==> src/inc/ucs_pkg.sv <==
// Constants, register map and state types of the serial control and status block
// Notes on behaviour
// RULE_01 - Transmit-empty interrupt follows its enable bit
// RULE_02 - Transmit-done interrupt follows its enable bit
// RULE_03 - Receive-full interrupt follows its enable bit
// RULE_04 - Line-quiet interrupt follows its enable bit
// RULE_05 - Transmitter runs and owns pin when enabled
// RULE_06 - Single-wire direction bit steers the transmit pin
// RULE_07 - Enable off then on queues one idle
// RULE_08 - Pin held until pending traffic finishes
// RULE_09 - Receiver enable; receive pin released when off
// RULE_10 - Loop select releases receive pin always
// RULE_11 - Standby set by software, cleared on wakeup
// RULE_12 - Wakeup by quiet line or data MSB
// RULE_13 - Break bit one-then-zero sends one break
// RULE_14 - Breaks repeat while bit held, 10/13 bits
// RULE_15 - A second break may be queued
// RULE_16 - Control two accessible at any time
// RULE_17 - Status flags read-only, writes ignored
// RULE_18 - Empty flag set on shifter load, sequence-cleared
// RULE_19 - Full flag set on receive, sequence-cleared
// RULE_20 - Loop select connects transmitter to receiver
// RULE_21 - One interrupt line from enabled flags
package ucs_pkg;
  // Register byte addresses
  localparam logic [7:0] ADDR_CTRL_ONE = 8'h00;
  localparam logic [7:0] ADDR_CTRL_TWO = 8'h04;
  localparam logic [7:0] ADDR_STATUS_ONE = 8'h08;
  localparam logic [7:0] ADDR_DATA = 8'h0C;
  // Control one fields
  localparam int LOOP_BIT = 7;
  localparam int RX_SRC_BIT = 5;
  localparam int WAKE_BIT = 3;
  localparam int LONG_BRK_BIT = 2;
  localparam int DIR_BIT = 1;
  localparam logic [7:0] CTRL_ONE_MASK = 8'hAE;
  // Control two fields
  localparam int TXIE_BIT = 7;
  localparam int RXIE_BIT = 4;
  localparam int TX_ON_BIT = 3;
  localparam int RX_ON_BIT = 2;
  localparam int STANDBY_BIT = 1;
  localparam int BRK_BIT = 0;
  localparam logic [7:0] CTRL_RESET = 8'h00;
  // Status one fields
  localparam int TX_EMPTY_BIT = 7;
  localparam int TX_DONE_BIT = 6;
  localparam int RX_FULL_BIT = 5;
  localparam int IDLE_BIT = 4;
  localparam int OVR_BIT = 3;
  // Character lengths in bit times
  localparam logic [3:0] FRAME_BITS = 4'hA;
  localparam logic [3:0] BREAK_BITS = 4'hA;
  localparam logic [3:0] LONG_BREAK_BITS = 4'hD;
  localparam logic [3:0] IDLE_BITS = 4'hA;
  localparam logic [2:0] LAST_DATA_BIT = 3'h7;
  localparam int DEF_CYCLES_PER_BIT = 16;
  // Edges from a bit timer reaching zero to its tick being used
  localparam int TIMER_LAG = 2;
  typedef enum logic [0:0] {TX_IDLE = 1'b0, TX_SHIFT = 1'b1} ucs_tx_e;
  typedef enum logic [1:0] {RX_IDLE = 2'b00, RX_START = 2'b01, RX_DATA = 2'b10, RX_STOP = 2'b11} ucs_rx_e;
endpackage

==> src/ucs_bit_timer.sv <==
// Bit-time tick generator; the transmit and receive paths each have their own instance
`timescale 1ns/1ps
module ucs_bit_timer #(
  parameter int W = 16
) (
  input wire logic pclk,
  input wire logic presetn,
  input wire logic restart,
  input wire logic run,
  input wire logic [W-1:0] period,
  input wire logic [W-1:0] first,
  output logic tick
);
  logic [W-1:0] cnt_reg;

  // Restart loads a first delay so the receiver can land mid-bit
  always_ff @(posedge pclk or negedge presetn) begin
    if (!presetn) begin
      cnt_reg <= '0;
      tick <= 1'b0;
    end else if (restart) begin
      cnt_reg <= first;
      tick <= 1'b0;
    end else if (run && cnt_reg == '0) begin
      cnt_reg <= period - W'(1);
      tick <= 1'b1;
    end else begin
      cnt_reg <= run ? cnt_reg - W'(1) : cnt_reg;
      tick <= 1'b0;
    end
  end
endmodule // ucs_bit_timer

==> src/ucs_serial_ctrl.sv <==
// Serial unit: control two, status one, transmit and receive paths, APB slave
//
// Local design decisions: the placing of the registers and register access over APB.
`timescale 1ns/1ps
module ucs_serial_ctrl import ucs_pkg::*; #(
  parameter int CYCLES_PER_BIT = DEF_CYCLES_PER_BIT
) (
  input wire logic pclk,
  input wire logic presetn,
  input wire logic psel,
  input wire logic penable,
  input wire logic pwrite,
  input wire logic [7:0] paddr,
  input wire logic [31:0] pwdata,
  output logic [31:0] prdata,
  output logic pready,
  output logic pslverr,
  input wire logic rxd_in,
  input wire logic txd_in,
  output logic txd_out,
  output logic txd_oe,
  output logic rx_pin_used,
  output logic irq
);
  localparam logic [15:0] PERIOD = 16'(CYCLES_PER_BIT);
  // Mid-bit sampling needs the tick lag taken off; needs four or more cycles per bit
  localparam logic [15:0] HALF = 16'(CYCLES_PER_BIT / 2 - TIMER_LAG);
  localparam logic [15:0] IDLE_CYC = 16'(int'(IDLE_BITS) * CYCLES_PER_BIT);

  logic [7:0] ctrl_one_reg, serial_control_two_reg;
  logic [7:0] tx_buf_reg, rx_data_reg, rx_sh_reg;
  logic tx_buffer_empty_reg, tx_done_flag_reg, rx_buffer_full_reg, idle_reg, ovr_reg;
  logic arm_empty_reg, arm_done_reg, arm_full_reg, arm_idle_reg, arm_ovr_reg;
  logic break_pend_reg, idle_pend_reg, idle_armed_reg;
  logic [15:0] tx_sh_reg, idle_cnt_reg;
  logic [3:0] tx_left_reg;
  logic [2:0] rx_cnt_reg;
  ucs_tx_e tx_state_reg;
  ucs_rx_e rx_state_reg;
  logic tx_tick, rx_tick;

  // Register decode: an access completes on the edge where pready is high
  wire acc = psel & penable & pready;
  wire hit_c1 = paddr == ADDR_CTRL_ONE;
  wire hit_c2 = paddr == ADDR_CTRL_TWO;
  wire hit_st = paddr == ADDR_STATUS_ONE;
  wire hit_dt = paddr == ADDR_DATA;
  wire mapped = hit_c1 | hit_c2 | hit_st | hit_dt;
  wire wr_c1 = acc & pwrite & hit_c1;
  wire wr_c2 = acc & pwrite & hit_c2; // see RULE_16
  wire rd_st = acc & ~pwrite & hit_st;
  wire wr_dt = acc & pwrite & hit_dt;
  wire rd_dt = acc & ~pwrite & hit_dt;

  // Control field views
  wire loop_select = ctrl_one_reg[LOOP_BIT];
  wire rx_source_sel = ctrl_one_reg[RX_SRC_BIT];
  wire wake_method = ctrl_one_reg[WAKE_BIT];
  wire long_break_sel = ctrl_one_reg[LONG_BRK_BIT];
  wire single_wire_dir = ctrl_one_reg[DIR_BIT];
  wire tx_on = serial_control_two_reg[TX_ON_BIT];
  wire rx_on = serial_control_two_reg[RX_ON_BIT];
  wire rx_standby = serial_control_two_reg[STANDBY_BIT];
  wire break_queue = serial_control_two_reg[BRK_BIT];
  wire [7:0] serial_status_one = {tx_buffer_empty_reg, tx_done_flag_reg, rx_buffer_full_reg,
                                  idle_reg, ovr_reg, 3'h0};

  // Software events on control two
  wire tx_on_rise = wr_c2 & pwdata[TX_ON_BIT] & ~tx_on; // see RULE_07
  wire brk_write = wr_c2 & pwdata[BRK_BIT]; // see RULE_13

  // Transmit loader: break first, then queued idle, then buffered data
  wire tx_free = tx_state_reg == TX_IDLE;
  wire want_brk = break_pend_reg | break_queue; // see RULE_14
  wire ld_brk = tx_free & want_brk;
  wire ld_idle = tx_free & ~want_brk & idle_pend_reg;
  wire ld_data = tx_free & ~want_brk & ~idle_pend_reg & tx_on & ~tx_buffer_empty_reg; // see RULE_05
  wire tx_load = ld_brk | ld_idle | ld_data;
  wire tx_end = ~tx_free & tx_tick & (tx_left_reg == 4'h1);
  wire tx_line = tx_free ? 1'b1 : tx_sh_reg[0];
  wire [3:0] brk_len = long_break_sel ? LONG_BREAK_BITS : BREAK_BITS;
  wire tx_pending = want_brk | idle_pend_reg;
  wire tx_owner = tx_on | ~tx_free | tx_pending; // see RULE_08
  wire single_wire = loop_select & rx_source_sel;
  wire tx_drive = tx_owner & (~single_wire | single_wire_dir); // see RULE_06
  wire done_set = tx_end & tx_buffer_empty_reg & ~tx_pending;

  // Receive source: pin, internal loop or the shared single wire
  wire rx_line = loop_select ? (rx_source_sel ? txd_in : tx_line) : rxd_in; // see RULE_20
  wire rx_done = (rx_state_reg == RX_STOP) & rx_tick;
  wire addr_mark = wake_method & rx_sh_reg[LAST_DATA_BIT];
  wire rx_keep = rx_done & (~rx_standby | addr_mark);
  wire idle_hit = rx_on & (rx_state_reg == RX_IDLE) & rx_line & (idle_cnt_reg == IDLE_CYC - 16'h1);
  wire wake_now = rx_standby & ((~wake_method & idle_hit) | (rx_done & addr_mark)); // see RULE_12

  // Sequence clears: status read arms, then a data access finishes them; transmit-done also by an enable rise or a break write
  wire clr_empty = wr_dt & arm_empty_reg;
  wire clr_done = arm_done_reg & (wr_dt | tx_on_rise | brk_write);
  wire clr_rx = rd_dt;

  // Bit timers for each direction
  ucs_bit_timer #(.W(16)) u_tx_timer (
    .pclk(pclk),
    .presetn(presetn),
    .restart(tx_load),
    .run(~tx_free),
    .period(PERIOD),
    .first(PERIOD - 16'(TIMER_LAG)),
    .tick(tx_tick)
  );

  ucs_bit_timer #(.W(16)) u_rx_timer (
    .pclk(pclk),
    .presetn(presetn),
    .restart(rx_state_reg == RX_IDLE),
    .run(rx_state_reg != RX_IDLE),
    .period(PERIOD),
    .first(HALF),
    .tick(rx_tick)
  );

  // APB slave: one wait state, so pready and prdata come from flops
  always_ff @(posedge pclk or negedge presetn) begin
    if (!presetn) begin
      pready <= 1'b0;
      pslverr <= 1'b0;
      prdata <= 32'h0;
    end else begin
      pready <= psel & penable & ~pready;
      pslverr <= psel & penable & ~pready & ~mapped;
      if (psel & penable & ~pready & ~pwrite) begin
        prdata <= hit_c1 ? {24'h0, ctrl_one_reg} :
                  hit_c2 ? {24'h0, serial_control_two_reg} :
                  hit_st ? {24'h0, serial_status_one} :
                  hit_dt ? {24'h0, rx_data_reg} : 32'h0;
      end
    end
  end

  // Control registers; standby write wins over a wakeup in the same cycle
  always_ff @(posedge pclk or negedge presetn) begin
    if (!presetn) begin
      ctrl_one_reg <= CTRL_RESET;
      serial_control_two_reg <= CTRL_RESET;
    end else begin
      if (wr_c1) begin
        ctrl_one_reg <= pwdata[7:0] & CTRL_ONE_MASK;
      end
      if (wr_c2) begin
        serial_control_two_reg <= pwdata[7:0]; // see RULE_11
      end else if (wake_now) begin
        serial_control_two_reg[STANDBY_BIT] <= 1'b0; // see RULE_11
      end
    end
  end

  // Queued break and idle requests; a one-then-zero pulse still sends one break
  always_ff @(posedge pclk or negedge presetn) begin
    if (!presetn) begin
      break_pend_reg <= 1'b0;
      idle_pend_reg <= 1'b0;
    end else begin
      if (brk_write) begin
        break_pend_reg <= 1'b1; // see RULE_13
      end else if (ld_brk) begin
        break_pend_reg <= 1'b0; // see RULE_15
      end
      if (tx_on_rise) begin
        idle_pend_reg <= 1'b1; // see RULE_07
      end else if (ld_idle) begin
        idle_pend_reg <= 1'b0;
      end
    end
  end

  // Transmit shifter; line rests high between characters
  always_ff @(posedge pclk or negedge presetn) begin
    if (!presetn) begin
      tx_state_reg <= TX_IDLE;
      tx_sh_reg <= 16'hFFFF;
      tx_left_reg <= 4'h0;
    end else begin
      case (tx_state_reg)
        TX_IDLE: begin
          if (ld_brk) begin
            tx_sh_reg <= 16'h0000; // see RULE_14
            tx_left_reg <= brk_len;
            tx_state_reg <= TX_SHIFT;
          end else if (ld_idle) begin
            tx_sh_reg <= 16'hFFFF;
            tx_left_reg <= IDLE_BITS;
            tx_state_reg <= TX_SHIFT;
          end else if (ld_data) begin
            tx_sh_reg <= {6'h3F, 1'b1, tx_buf_reg, 1'b0};
            tx_left_reg <= FRAME_BITS;
            tx_state_reg <= TX_SHIFT;
          end
        end
        TX_SHIFT: begin
          if (tx_tick) begin
            tx_sh_reg <= {1'b1, tx_sh_reg[15:1]};
            tx_left_reg <= tx_left_reg - 4'h1;
            if (tx_end) begin
              tx_state_reg <= TX_IDLE;
            end
          end
        end
        default: tx_state_reg <= TX_IDLE;
      endcase
    end
  end

  // Transmit buffer and its flags; hardware set beats a software clear
  always_ff @(posedge pclk or negedge presetn) begin
    if (!presetn) begin
      tx_buf_reg <= 8'h00;
      tx_buffer_empty_reg <= 1'b1;
      tx_done_flag_reg <= 1'b1;
    end else begin
      if (wr_dt) begin
        tx_buf_reg <= pwdata[7:0];
      end
      if (ld_data) begin
        tx_buffer_empty_reg <= 1'b1; // see RULE_18
      end else if (clr_empty) begin
        tx_buffer_empty_reg <= 1'b0; // see RULE_18
      end
      if (done_set) begin
        tx_done_flag_reg <= 1'b1;
      end else if (clr_done) begin
        tx_done_flag_reg <= 1'b0;
      end
    end
  end

  // Status read snapshot arms the clear sequences; writes to status do nothing
  always_ff @(posedge pclk or negedge presetn) begin
    if (!presetn) begin
      arm_empty_reg <= 1'b0;
      arm_done_reg <= 1'b0;
      arm_full_reg <= 1'b0;
      arm_idle_reg <= 1'b0;
      arm_ovr_reg <= 1'b0;
    end else if (rd_st) begin
      arm_empty_reg <= tx_buffer_empty_reg; // see RULE_17
      arm_done_reg <= tx_done_flag_reg;
      arm_full_reg <= rx_buffer_full_reg;
      arm_idle_reg <= idle_reg;
      arm_ovr_reg <= ovr_reg;
    end else begin
      arm_empty_reg <= arm_empty_reg & ~wr_dt;
      arm_done_reg <= arm_done_reg & ~clr_done;
      arm_full_reg <= arm_full_reg & ~rd_dt;
      arm_idle_reg <= arm_idle_reg & ~rd_dt;
      arm_ovr_reg <= arm_ovr_reg & ~rd_dt;
    end
  end

  // Receive framer: start check at mid-bit, eight data bits LSB first, stop
  always_ff @(posedge pclk or negedge presetn) begin
    if (!presetn) begin
      rx_state_reg <= RX_IDLE;
      rx_sh_reg <= 8'h00;
      rx_cnt_reg <= 3'h0;
    end else begin
      case (rx_state_reg)
        RX_IDLE: begin
          if (rx_on & ~rx_line) begin
            rx_state_reg <= RX_START; // see RULE_09
          end
        end
        RX_START: begin
          if (rx_tick) begin
            rx_state_reg <= rx_line ? RX_IDLE : RX_DATA;
            rx_cnt_reg <= 3'h0;
          end
        end
        RX_DATA: begin
          if (rx_tick) begin
            rx_sh_reg <= {rx_line, rx_sh_reg[7:1]};
            rx_cnt_reg <= rx_cnt_reg + 3'h1;
            if (rx_cnt_reg == LAST_DATA_BIT) begin
              rx_state_reg <= RX_STOP;
            end
          end
        end
        RX_STOP: begin
          if (rx_tick) begin
            rx_state_reg <= RX_IDLE;
          end
        end
        default: rx_state_reg <= RX_IDLE;
      endcase
    end
  end

  // Quiet-line timer counts line-high cycles while the receiver waits
  always_ff @(posedge pclk or negedge presetn) begin
    if (!presetn) begin
      idle_cnt_reg <= 16'h0;
    end else if (~rx_on | (rx_state_reg != RX_IDLE) | ~rx_line) begin
      idle_cnt_reg <= 16'h0;
    end else if (idle_cnt_reg != IDLE_CYC) begin
      idle_cnt_reg <= idle_cnt_reg + 16'h1;
    end
  end

  // Receive flags; a character read in standby without a mark is dropped
  always_ff @(posedge pclk or negedge presetn) begin
    if (!presetn) begin
      rx_data_reg <= 8'h00;
      rx_buffer_full_reg <= 1'b0;
      ovr_reg <= 1'b0;
      idle_reg <= 1'b0;
      idle_armed_reg <= 1'b0;
    end else begin
      if (rx_keep & ~rx_buffer_full_reg) begin
        rx_data_reg <= rx_sh_reg;
      end
      if (rx_keep & ~rx_buffer_full_reg) begin
        rx_buffer_full_reg <= 1'b1; // see RULE_19
      end else if (clr_rx & arm_full_reg) begin
        rx_buffer_full_reg <= 1'b0; // see RULE_19
      end
      if (rx_keep & rx_buffer_full_reg) begin
        ovr_reg <= 1'b1;
      end else if (clr_rx & arm_ovr_reg) begin
        ovr_reg <= 1'b0;
      end
      // Quiet flag sets once per received character, not again until new data
      if (idle_hit & idle_armed_reg & ~rx_standby) begin
        idle_reg <= 1'b1;
      end else if (clr_rx & arm_idle_reg) begin
        idle_reg <= 1'b0;
      end
      if (rx_keep) begin
        idle_armed_reg <= 1'b1;
      end else if (idle_hit & ~rx_standby) begin
        idle_armed_reg <= 1'b0;
      end
    end
  end

  // Pin ownership, line level and the single interrupt request
  always_ff @(posedge pclk or negedge presetn) begin
    if (!presetn) begin
      txd_out <= 1'b1;
      txd_oe <= 1'b0;
      rx_pin_used <= 1'b0;
      irq <= 1'b0;
    end else begin
      txd_out <= tx_line;
      txd_oe <= tx_drive; // see RULE_05
      rx_pin_used <= rx_on & ~loop_select; // see RULE_09 see RULE_10
      irq <= (serial_control_two_reg[TXIE_BIT] & tx_buffer_empty_reg) | // see RULE_01
             (serial_control_two_reg[TXIE_BIT - 1] & tx_done_flag_reg) | // see RULE_02
             (serial_control_two_reg[RXIE_BIT + 1] & rx_buffer_full_reg) | // see RULE_03
             (serial_control_two_reg[RXIE_BIT] & idle_reg); // see RULE_04 see RULE_21
    end
  end
endmodule // ucs_serial_ctrl

==> config.mk <==
export PLATFORM = sky130hd
export DESIGN_NAME = ucs_serial_ctrl
export DESIGN_NICKNAME = d
export VERILOG_FILES = /design/src/inc/ucs_pkg.sv /design/src/ucs_bit_timer.sv /design/src/ucs_serial_ctrl.sv
export SDC_FILE = /design/constraint.sdc
export NUM_CORES = 1
export LEC_CHECK = 0
export ABC_AREA = 1
export BUFFER_PORTS_ARGS = -buffer_cell sky130_fd_sc_hd__buf_2
export CORE_MARGIN = 1.5
export CORE_UTILIZATION = 25
export CTS_CLUSTER_DIAMETER = 80
export CTS_CLUSTER_SIZE = 8
export DETAILED_ROUTE_END_ITERATION = 8
export PLACE_DENSITY = 0.4
export SETUP_SLACK_MARGIN = 0.5
export SKIP_CTS_REPAIR_TIMING = 1
export SLEW_MARGIN = 20
export SYNTH_ARGS = -nofsm -noshare
export SYNTH_HDL_FRONTEND = slang
export SYNTH_SLANG_ARGS = --single-unit
==> constraint.sdc <==
create_clock -name pclk -period 1.85 [get_ports pclk]
set_input_delay 0.185 -clock pclk [delete_from_list [all_inputs] [get_ports pclk]]
set_output_delay 0.185 -clock pclk [all_outputs]
set_load 0.02 [all_outputs]
* Yosys cells after proc, flatten, opt, wreduce, memory -nomap -nowiden *
Index checks and enable logic that the tools add are counted.

word-level totals
  bits in registers = 164
  input bits = 47
  output and inout bits = 38
  word-level logic and storage cells = 246

operators by class
  add/sub/neg operators = 5
  equal/unequal tests = 17
  multiplexer cells = 69
  bitwise logic cells = 95
  reduce and logical (&&, ||, !) cells = 24

operators by type and width
  operator                                                 count
  two-way mux 16 bit                                       12
  AND 1 bit                                                57
  two-way mux 1 bit                                        35
  zero test 16 bit                                         2
  two-way mux 8 bit                                        4
  one-hot mux 16 bit (2 select lines)                      1
  subtractor 16 x 1 -> 16 bit (second input constant)      2
  nonzero test 2 bit                                       12
  inverter 1 bit                                           19
  OR 1 bit                                                 19
  adder 16 x 1 -> 16 bit (second input constant)           1
  equality test 16 x 8 -> 1 bit (second input constant)    1
  equality test 8 x 4 -> 1 bit (second input constant)     2
  two-way mux 4 bit                                        4
  inequality test 16 x 8 -> 1 bit (second input constant)  1
  two-way mux 2 bit                                        6
  two-way mux 3 bit                                        3
  equality test 8 x 3 -> 1 bit (second input constant)     1
  zero test 8 bit                                          1
  inequality test 2 x 1 -> 1 bit (second input constant)   4
  one-hot mux 2 bit (4 select lines)                       1
  one-hot mux 4 bit (2 select lines)                       1
  one-hot mux 3 bit (2 select lines)                       1
  nonzero test 3 bit                                       2
  14 further kinds                                         18

* Longest topological paths before layout *
Gate-level depths: netlist of the first run.

  word-level depth = 12
  depth in mapped cells = 9
  gate-level depth less buffers = 9

* Hierarchy *
A second synthesis of the first run with hierarchy kept.

second synthesis, totals
  cell total of the unflattened synthesis = 1084
  area total of the unflattened synthesis = 8445.6 µm²

modules (own cells, without submodules)
  module           times used  cells an instance  area each (µm²)  sequential area each (µm²)
  ucs_serial_ctrl  1           618                5352.6           2676.3
  ucs_bit_timer    2           233                1546.5           425.4

* Worst setup path before layout of the first run *
Ideal clock, no wire load.

  path type = register -> register
  start = register rx_state_reg[0]
  end = register u_rx_timer.cnt_reg[8]
  arrival = 1.465 ns
  data required time = 1.737 ns
  path slack = 0.272 ns
  stages on the path, launching flop included = 9
  buffers on the path = 0
  period minus slack after synthesis = 1.578 ns
  cell sequence = dfrtp_1 -> inv_1 -> ha_1 -> nor4_1 -> nand3_1 -> nand2_2 -> inv_1 -> nand2_1 -> inv_1

between the ends
  longest elaborated chain between the ends = 4
  elaborated cells on any way between the ends = 6

RTL lines
  what                      RTL line                RTL
  start: declaration        ucs_serial_ctrl.sv:39   ucs_rx_e rx_state_reg;
  start signal: assignment  ucs_serial_ctrl.sv:274  rx_state_reg <= rx_line ? RX_IDLE : RX_DATA;
  nonzero test 2 bit        ucs_serial_ctrl.sv:116  .run(rx_state_reg != RX_IDLE),
  logical AND 1 bit         ucs_bit_timer.sv:24     end else if (run && cnt_reg == '0) begin
  two-way mux 16 bit        ucs_bit_timer.sv:24
  two-way mux 16 bit        ucs_bit_timer.sv:21     end else if (restart) begin
  end signal: assignment    ucs_bit_timer.sv:22     cnt_reg <= first;
  end signal: assignment    ucs_bit_timer.sv:25     cnt_reg <= period - W'(1);
  end signal: assignment    ucs_bit_timer.sv:28     cnt_reg <= run ? cnt_reg - W'(1) : cnt_reg;
  end: declaration          ucs_bit_timer.sv:14     logic [W-1:0] cnt_reg;

Parallel ways exist; a longest one is shown, timed or not.
A chain may end at the register's enable or synchronous reset.

* Final worst setup path of the first run *
  start = register u_rx_timer.cnt_reg[0]
  end = register u_rx_timer.cnt_reg[13]

between the ends
  longest elaborated chain between the ends = 4
  elaborated cells on any way between the ends = 7

RTL lines
  what                                                             RTL line
  subtractor 16 x 1 -> 16 bit or zero test 16 bit (tied branches)  ucs_bit_timer.sv:28, ucs_bit_timer.sv:24
  two-way mux 16 bit or logical AND 1 bit (tied branches)          ucs_bit_timer.sv:28, ucs_bit_timer.sv:24
  two-way mux 16 bit                                               ucs_bit_timer.sv:24
  two-way mux 16 bit                                               ucs_bit_timer.sv:21

Parallel ways exist; a longest one is shown, timed or not. The select of a mux whose other input is x is not followed.

==> metrics.yaml, run 1 <==
global_routing:
  gr-total-overflow: 0
  use_met1_pct: 16.0
  grtUsageMet3_pct: 3.08
  grt_pass1_wl_mm: 28.4
  antenna_found_initial: 1
  busiest_layer: "met2"
  grt_pass1_vias: 5509
  use_met2_pct: 20.6
  grt_use_total_pct: 12.4
  grt_max_degree: 46
power_and_ir_drop:
  p_leak_nw: 4.64
  ir_worst_vdd_mv: 0.769
  pwr_density_cell_nw_per_um2: 851
detailed_routing:
  dr.pass1.iters: 4
  vias: 6005
  drc: 0
  ant_nets: 0
  viasPerCell: 4.35
  wl_per_cell_um: 13.8
  drtIter0Drc: 283
  detail_route.wirelength_mm: 19.0
synth:
  synth_edf_count: 0
  netlist.area_leader.share_pct: 42.5
  ys_types: 44
  yosys.cell_count.top_type: "nand2_1"
  synthTopCellsByCount: "173 x nand2_1, 121 x dfrtp_1, 118 x inv_1"
  async_flop_share_pct: 100
  synth_ff_type: "dfrtp_1"
  avgSynthCellArea_um2: 8.22
  netlist_top_cells_area: "dfrtp_1 43%, nand2_1 9.1%, dfstp_2 7.0%"
  synth_area_um2: 7120
  yosysWarnings: 0
  postSynthCellCount: 866
  yosysTopAreaCell: "dfrtp_1"
  ys_seq_area_share_pct: 49.5
  synth-seq-cells: 140
final_layout:
  fin_util_pct: 35.5
  fin_nets: 1048
  layout-drive-gt1-share_pct: 38.2
  fillers: 2936
  area_delta_synth_final_pct: 39.2
sta:
  clock.fmax_mhz: 671
  period_share_pct: 80.6
  slew_violations: 0
  finalSetupTns_ns: 0
  rsz0062_at_grt: "true"
  worstMarginPinSlew_ns: 0.506
  setup_violations: 0
  slew_headroom_pct: 66.3
  finalClockSkew_ns: 0.0142
  hold_viol_final: 0
  fin_crit_ns: 1.49
placement:
  gp_congestion: 0.771
  port_buffers: 36
  detailed_place_hpwl_mm: 12.4
floorplanning:
  pin_count: 85
  core_area_um2: 27900
  die_h_um: 172
  die_w_um: 172
  num_rows: 61
  initial_utilization_pct: 25.5
  die_area_um2: 29500
clock_network:
  cts_sinks: 140
  clock_latency_ns: 0.43
  cts-buffers-inserted: 17
  clockRootBuffer: "clkbuf_16"
  clockBufferDepth: 2
  cts.clk_slew.worst_paths_ns: 0.06
  cts_max_level: 4
  cts_tree: "built"
critical_path:
  critPathCaptureType: "flop"
  cp_max_fo: 8
  r2r_start: "u_rx_timer.cnt_reg[0]"
  critPathKind: "reg -> reg"
  critPathLaunchType: "flop"
  reg2reg_depth: 8
  reg2reg_to: "u_rx_timer.cnt_reg[13]"
  cp_data_arrival_time_ns: 1.81
  cp.required_ns: 2.17
  r2r_setup_slack_ns: 0.36
worst_hold_path:
  min_delay_worst_endpoint: "serial_control_two_reg[2]"
  min_from: "pwdata[2]"
  holdCritPathClass: "in -> reg"
  whs_path_depth: 3
flow_run:
  maxCapViolations: 0
run_status:
  status: "finished, final reports clean"
worst max-delay path, stage by stage (launching register included):
cell and delay (ns):
dfrtp_1 0.39, inv_2 0.08, ha_4 0.14, nand3_4 0.10
nor3_4 0.18, nand3_2 0.16, nand2_4 0.12, buf_12 0.15
nor2_2 0.05
routing by layer:
metal	routed length (um)	part of all wire [%]
met5	0	0
met4	180	0.95
met3	445	2.3
met2	9560	50
met1	8810	46
cell usage in the layout, fill, tap and decap left out, types with 5 or more instances in the layout:
cell type,Yosys,layout
nand2_4,0,17
nand4_1,17,17
inv_2,4,23
nand2_2,13,27
nor3_4,2,6
buf_4,28,44
nor3_1,16,10
dfrtp_2,0,11
nor2_4,1,20
clkinvlp_4,0,7
clkbuf_16,0,20
nand2_1,173,142
nand3_2,1,26
dfstp_2,19,19
conb_1,1,24
buf_2,1,35
a21oi_1,24,16
xor2_1,10,9
a21oi_2,0,7
dfrtp_1,121,110
o21ai_1,7,20
nand3_4,1,5
ha_1,13,7
inv_1,118,93
o21ai_2,4,19
nand3_1,68,39
nor2_1,83,49
o21ai_0,96,66
nor2_2,5,20
buf_12,1,13
buf_6,2,17
stage by stage:
step	hold WS [ns]	instances	setup WS [ns]	total power, W	cell area, um^2
6_report	0.0114	1380	0.360	0.00843	9910
5_1_grt	0.0393	1379	0.262	0.00887	9910
4_1_cts	-0.289	1312	0.212	0.00796	8360
3_5_place_dp	0.187	1280	0.218	0.00463	7810
3_3_place_gp	0.184	1280	0.229	0.00463	7810
2_1_floorplan	-0.111	889	0.473	0.00427	7280
where the power goes:
| group | total, W | switching [W] | internal (W) |
|---|---|---|---|
| clock network | 0.00328 | 0.00143 | 0.00185 |
| logic | 0.00179 | 0.00104 | 0.000753 |
| registers | 0.00335 | 0.000136 | 0.00322 |
cell families (layout without fill, tap and decap cells):
logic type / after synthesis / count (layout) / synth area share, %
compound gates: 144 / 145 / 10.9
xor+xnor: 12 / 12 / 1.48
fa+ha+maj: 13 / 13 / 2.28
buf+inv: 160 / 267 / 10.5
flops: 140 / 140 / 49.5
mux: 3 / 3 / 0.474
other cells: 1 / 25 / 0.0527
simple gates: 393 / 397 / 24.8
how the worst max path moves through the flow:
stage / startpoint / endpoint / cells past startpoint
2_1_floorplan: pready / serial_control_two_reg[0] / 6
3_3_place_gp: rx_state_reg[0] / u_rx_timer.cnt_reg[8] / 8
3_5_place_dp: tx_state_reg / u_tx_timer.cnt_reg[7] / 7
4_1_cts: tx_state_reg / u_tx_timer.cnt_reg[10] / 7
5_1_grt: u_rx_timer.cnt_reg[0] / u_rx_timer.cnt_reg[10] / 8
6_report: u_rx_timer.cnt_reg[0] / u_rx_timer.cnt_reg[13] / 8
cell type report:
class | instances | area [um^2] | share of cell area (%)
timing repair buffer | 113 | 1040 | 10.5
clock buffer | 19 | 433 | 4.37
antenna | 1 | 2.50 | 0.0252
inverter | 122 | 482 | 4.86
clock inverter | 13 | 120 | 1.21
multi-input combinational | 594 | 3820 | 38.5
tap | 378 | 473 | 4.77
sequential | 140 | 3540 | 35.7
Power figures use the tool's default switching activity.
==> inputs of run 2 (changes only) <==
--- a/config.mk
+++ b/config.mk
@@ -12,7 +12,7 @@
 export CTS_CLUSTER_DIAMETER = 80
 export CTS_CLUSTER_SIZE = 8
 export DETAILED_ROUTE_END_ITERATION = 8
-export PLACE_DENSITY = 0.4
+export PLACE_DENSITY = 0.41
 export SETUP_SLACK_MARGIN = 0.5
 export SKIP_CTS_REPAIR_TIMING = 1
 export SLEW_MARGIN = 20
==> constraint.sdc (replaced) <==
create_clock -name pclk -period 1.3 [get_ports pclk]
set_input_delay 0.13 -clock pclk [delete_from_list [all_inputs] [get_ports pclk]]
set_output_delay 0.13 -clock pclk [all_outputs]
set_load 0.02 [all_outputs]
==> metrics.yaml, run 2 (synthesis gave the netlist of run 1 again) <==
clock_network:
  clockBufferDepth: 2  # unchanged
  cts_max_level: 4  # unchanged
  cts.clk_slew.worst_paths_ns: 0.07  # about the same
  cts_tree: "built"
  clock_latency_ns: 0.43  # about the same
  cts-buffers-inserted: 17  # unchanged
  clockRootBuffer: "clkbuf_16"
  cts_sinks: 140  # unchanged
critical_path:
  cp.required_ns: 1.62  # -0.55 ns
  cpLargestDelayFamily: "flip-flops"
  worst_path_max_delay_cell: "dfrtp_1"
  cp_data_arrival_time_ns: 1.78  # -0.03 ns
  critPathKind: "reg -> reg"
  cp_max_fo: 4  # -4
  critPathCaptureType: "flop"
  cp_slowest_stage_delay_ns: 0.40  # about the same
  worstPathCellList: "inv_2 > ha_4 > nand2_4 > a21oi_4 > buf_6 > nand3b_1 > nand2_1 > nand2_1"
  critical_path.most_common_cell: "nand2_1"
  critPathLaunchType: "flop"
  critPathBufInv: 2  # unchanged
detailed_routing:
  detail_route.wirelength_mm: 19.8  # +4.0%
  viasPerCell: 4.30  # -1.2%
  vias: 6369  # +6.1%
  dr.pass1.iters: 4  # unchanged
  drc: 0  # unchanged
  wl_per_cell_um: 13.3  # -3.1%
  ant_nets: 0  # unchanged
  drtIter0Drc: 196  # -31%
sta:
  slew_violations: 0  # unchanged
  clock.fmax_mhz: 685  # +2.1%
  finalClockSkew_ns: 0.0138  # -0.000395 ns
  rsz0062_at_grt: "true"
  setup_violations: 96  # +96
  hold_viol_final: 0  # unchanged
  setup_ws_ns: -0.160  # -0.519 ns
  fin_crit_ns: 1.46  # -0.0306 ns
  period_share_pct: 112  # +32 points
power_and_ir_drop:
  ir_worst_vdd_mv: 0.701  # -8.8%
  p_leak_nw: 5.35  # +15%
  pwr_density_cell_nw_per_um2: 1170  # +37%
flow_run:
  maxCapViolations: 0  # unchanged
floorplanning:
  die_h_um: 172  # unchanged
  num_rows: 61  # unchanged
  core_area_um2: 27900  # unchanged
  die_w_um: 172  # unchanged
  die_area_um2: 29500  # unchanged
  initial_utilization_pct: 25.5  # unchanged
  pin_count: 85  # unchanged
global_routing:
  grt_pass1_wl_mm: 30.8  # +8.4%
  grt_use_total_pct: 13.4  # +1.0 points
  gr-total-overflow: 0  # unchanged
  antenna_found_initial: 0  # -1
  grt_pass1_vias: 6052  # +9.9%
  grt_max_degree: 61  # +33%
final_layout:
  area_delta_synth_final_pct: 60.6
  layout_commonest_cell: "dfrtp_1"
  final_cell_mix: "117 x dfrtp_1, 114 x buf_4, 94 x nand2_1, 84 x inv_1, 58 x nand2_2"
  fin_nets: 1151  # +9.8%
  fillers: 2862  # -2.5%
  multi_input_area_um2: 4280  # +12%
  regArea_um2: 3530  # -0.25%
  diodes: 0  # -1
  layout-drive-gt1-share_pct: 52.2  # +14 points
  fin_area_um2: 11400  # +15%
placement:
  placed_cell_area_um2: 9030  # +16%
  port_buffers: 36  # unchanged
  detailed_place_hpwl_mm: 13.6  # +10%
  pre_cts_slack_ns: -0.148  # -0.366 ns
  gp_congestion: 0.791  # +2.5%
run_status:
  status: "finished, violations left"
  violations: "setup timing"
worst_hold_path:
  holdCritPathClass: "in -> reg"
-- run 2: changes by cell type in the layout (fill, tap and decap cells not counted), moves of 6 or more --
cell / before / now
nand2_1: 142 / 94
o21ai_0: 66 / 10
o21ai_2: 19 / 55
dlygate4sd3_1: 1 / 7
buf_6: 17 / 56
nand2_4: 17 / 30
o21ai_1: 20 / 37
dfrtp_1: 110 / 117
nand2_2: 27 / 58
buf_4: 44 / 114
inv_1: 93 / 84
dfrtp_2: 11 / 4
buf_2: 35 / 21
-- run 2: layout make-up --
class / count / share of cell area [%]
multi-input combinational: 593 / 37.4
inverter: 122 / 4.34
clock inverter: 13 / 1.69
timing repair inverter: 1 / 0.0657
clock buffer: 18 / 3.84
tap: 378 / 4.14
sequential: 140 / 30.9
timing repair buffer: 216 / 17.6
-- run 2: stage by stage --
step / util [%] / hold WS, ns / power, W / instances / TNS, ns
6_report: 40.9 / 0.0365 / 0.0133 / 1481 / -7.24
2_1_floorplan: - / -0.166 / 0.00615 / 889 / -0.689
3_3_place_gp: 32.3 / 0.142 / 0.00717 / 1397 / -6.79
4_1_cts: 34.6 / -0.316 / 0.0126 / 1428 / -7.88
3_5_place_dp: 32.3 / 0.142 / 0.00717 / 1397 / -6.60
5_1_grt: 40.9 / 0.0561 / 0.0140 / 1481 / -14.94
-- run 2: path summary, 6_finish.rpt --
check                                start                   endpoint  slack [ns]  cells after the start
setup / recovery           rx_state_reg[0]  serial_control_two_reg[1]       -0.16                      8
hold / removal                   pwdata[5]            ctrl_one_reg[5]        0.04                      3
setup reg to reg           rx_state_reg[0]  serial_control_two_reg[1]       -0.16                      8
hold reg to reg              tx_sh_reg[15]              tx_sh_reg[15]        0.48                      2
max in group asynchronous          presetn               tx_sh_reg[0]        0.66                      3
min in group asynchronous          presetn               tx_sh_reg[3]        0.28                      2
-- run 2: where the power goes --
group / internal (W) / total (W) / leakage [nW] / switching (W)
Sequential: 0.00458 / 0.00475 / 1.75 / 0.000170
Combinational: 0.00156 / 0.00328 / 3.30 / 0.00172
Clock: 0.00327 / 0.00532 / 0.303 / 0.00205
Total: 0.00940 / 0.0133 / 5.35 / 0.00394
-- run 2: metal layers --
metal,track usage [%],vias to the layer above,wire [um]
met1,17.6,3054,8770
met5,0,-,0
li1,-,3228,-
met4,3.93,0,321
met3,3.41,23,639
met2,21.9,64,10000
-- run 2: tightest hold or removal path, stage by stage --
cell	delay, ns
buf_2	0.07
inv_1	0.08
o21ai_1	0.14
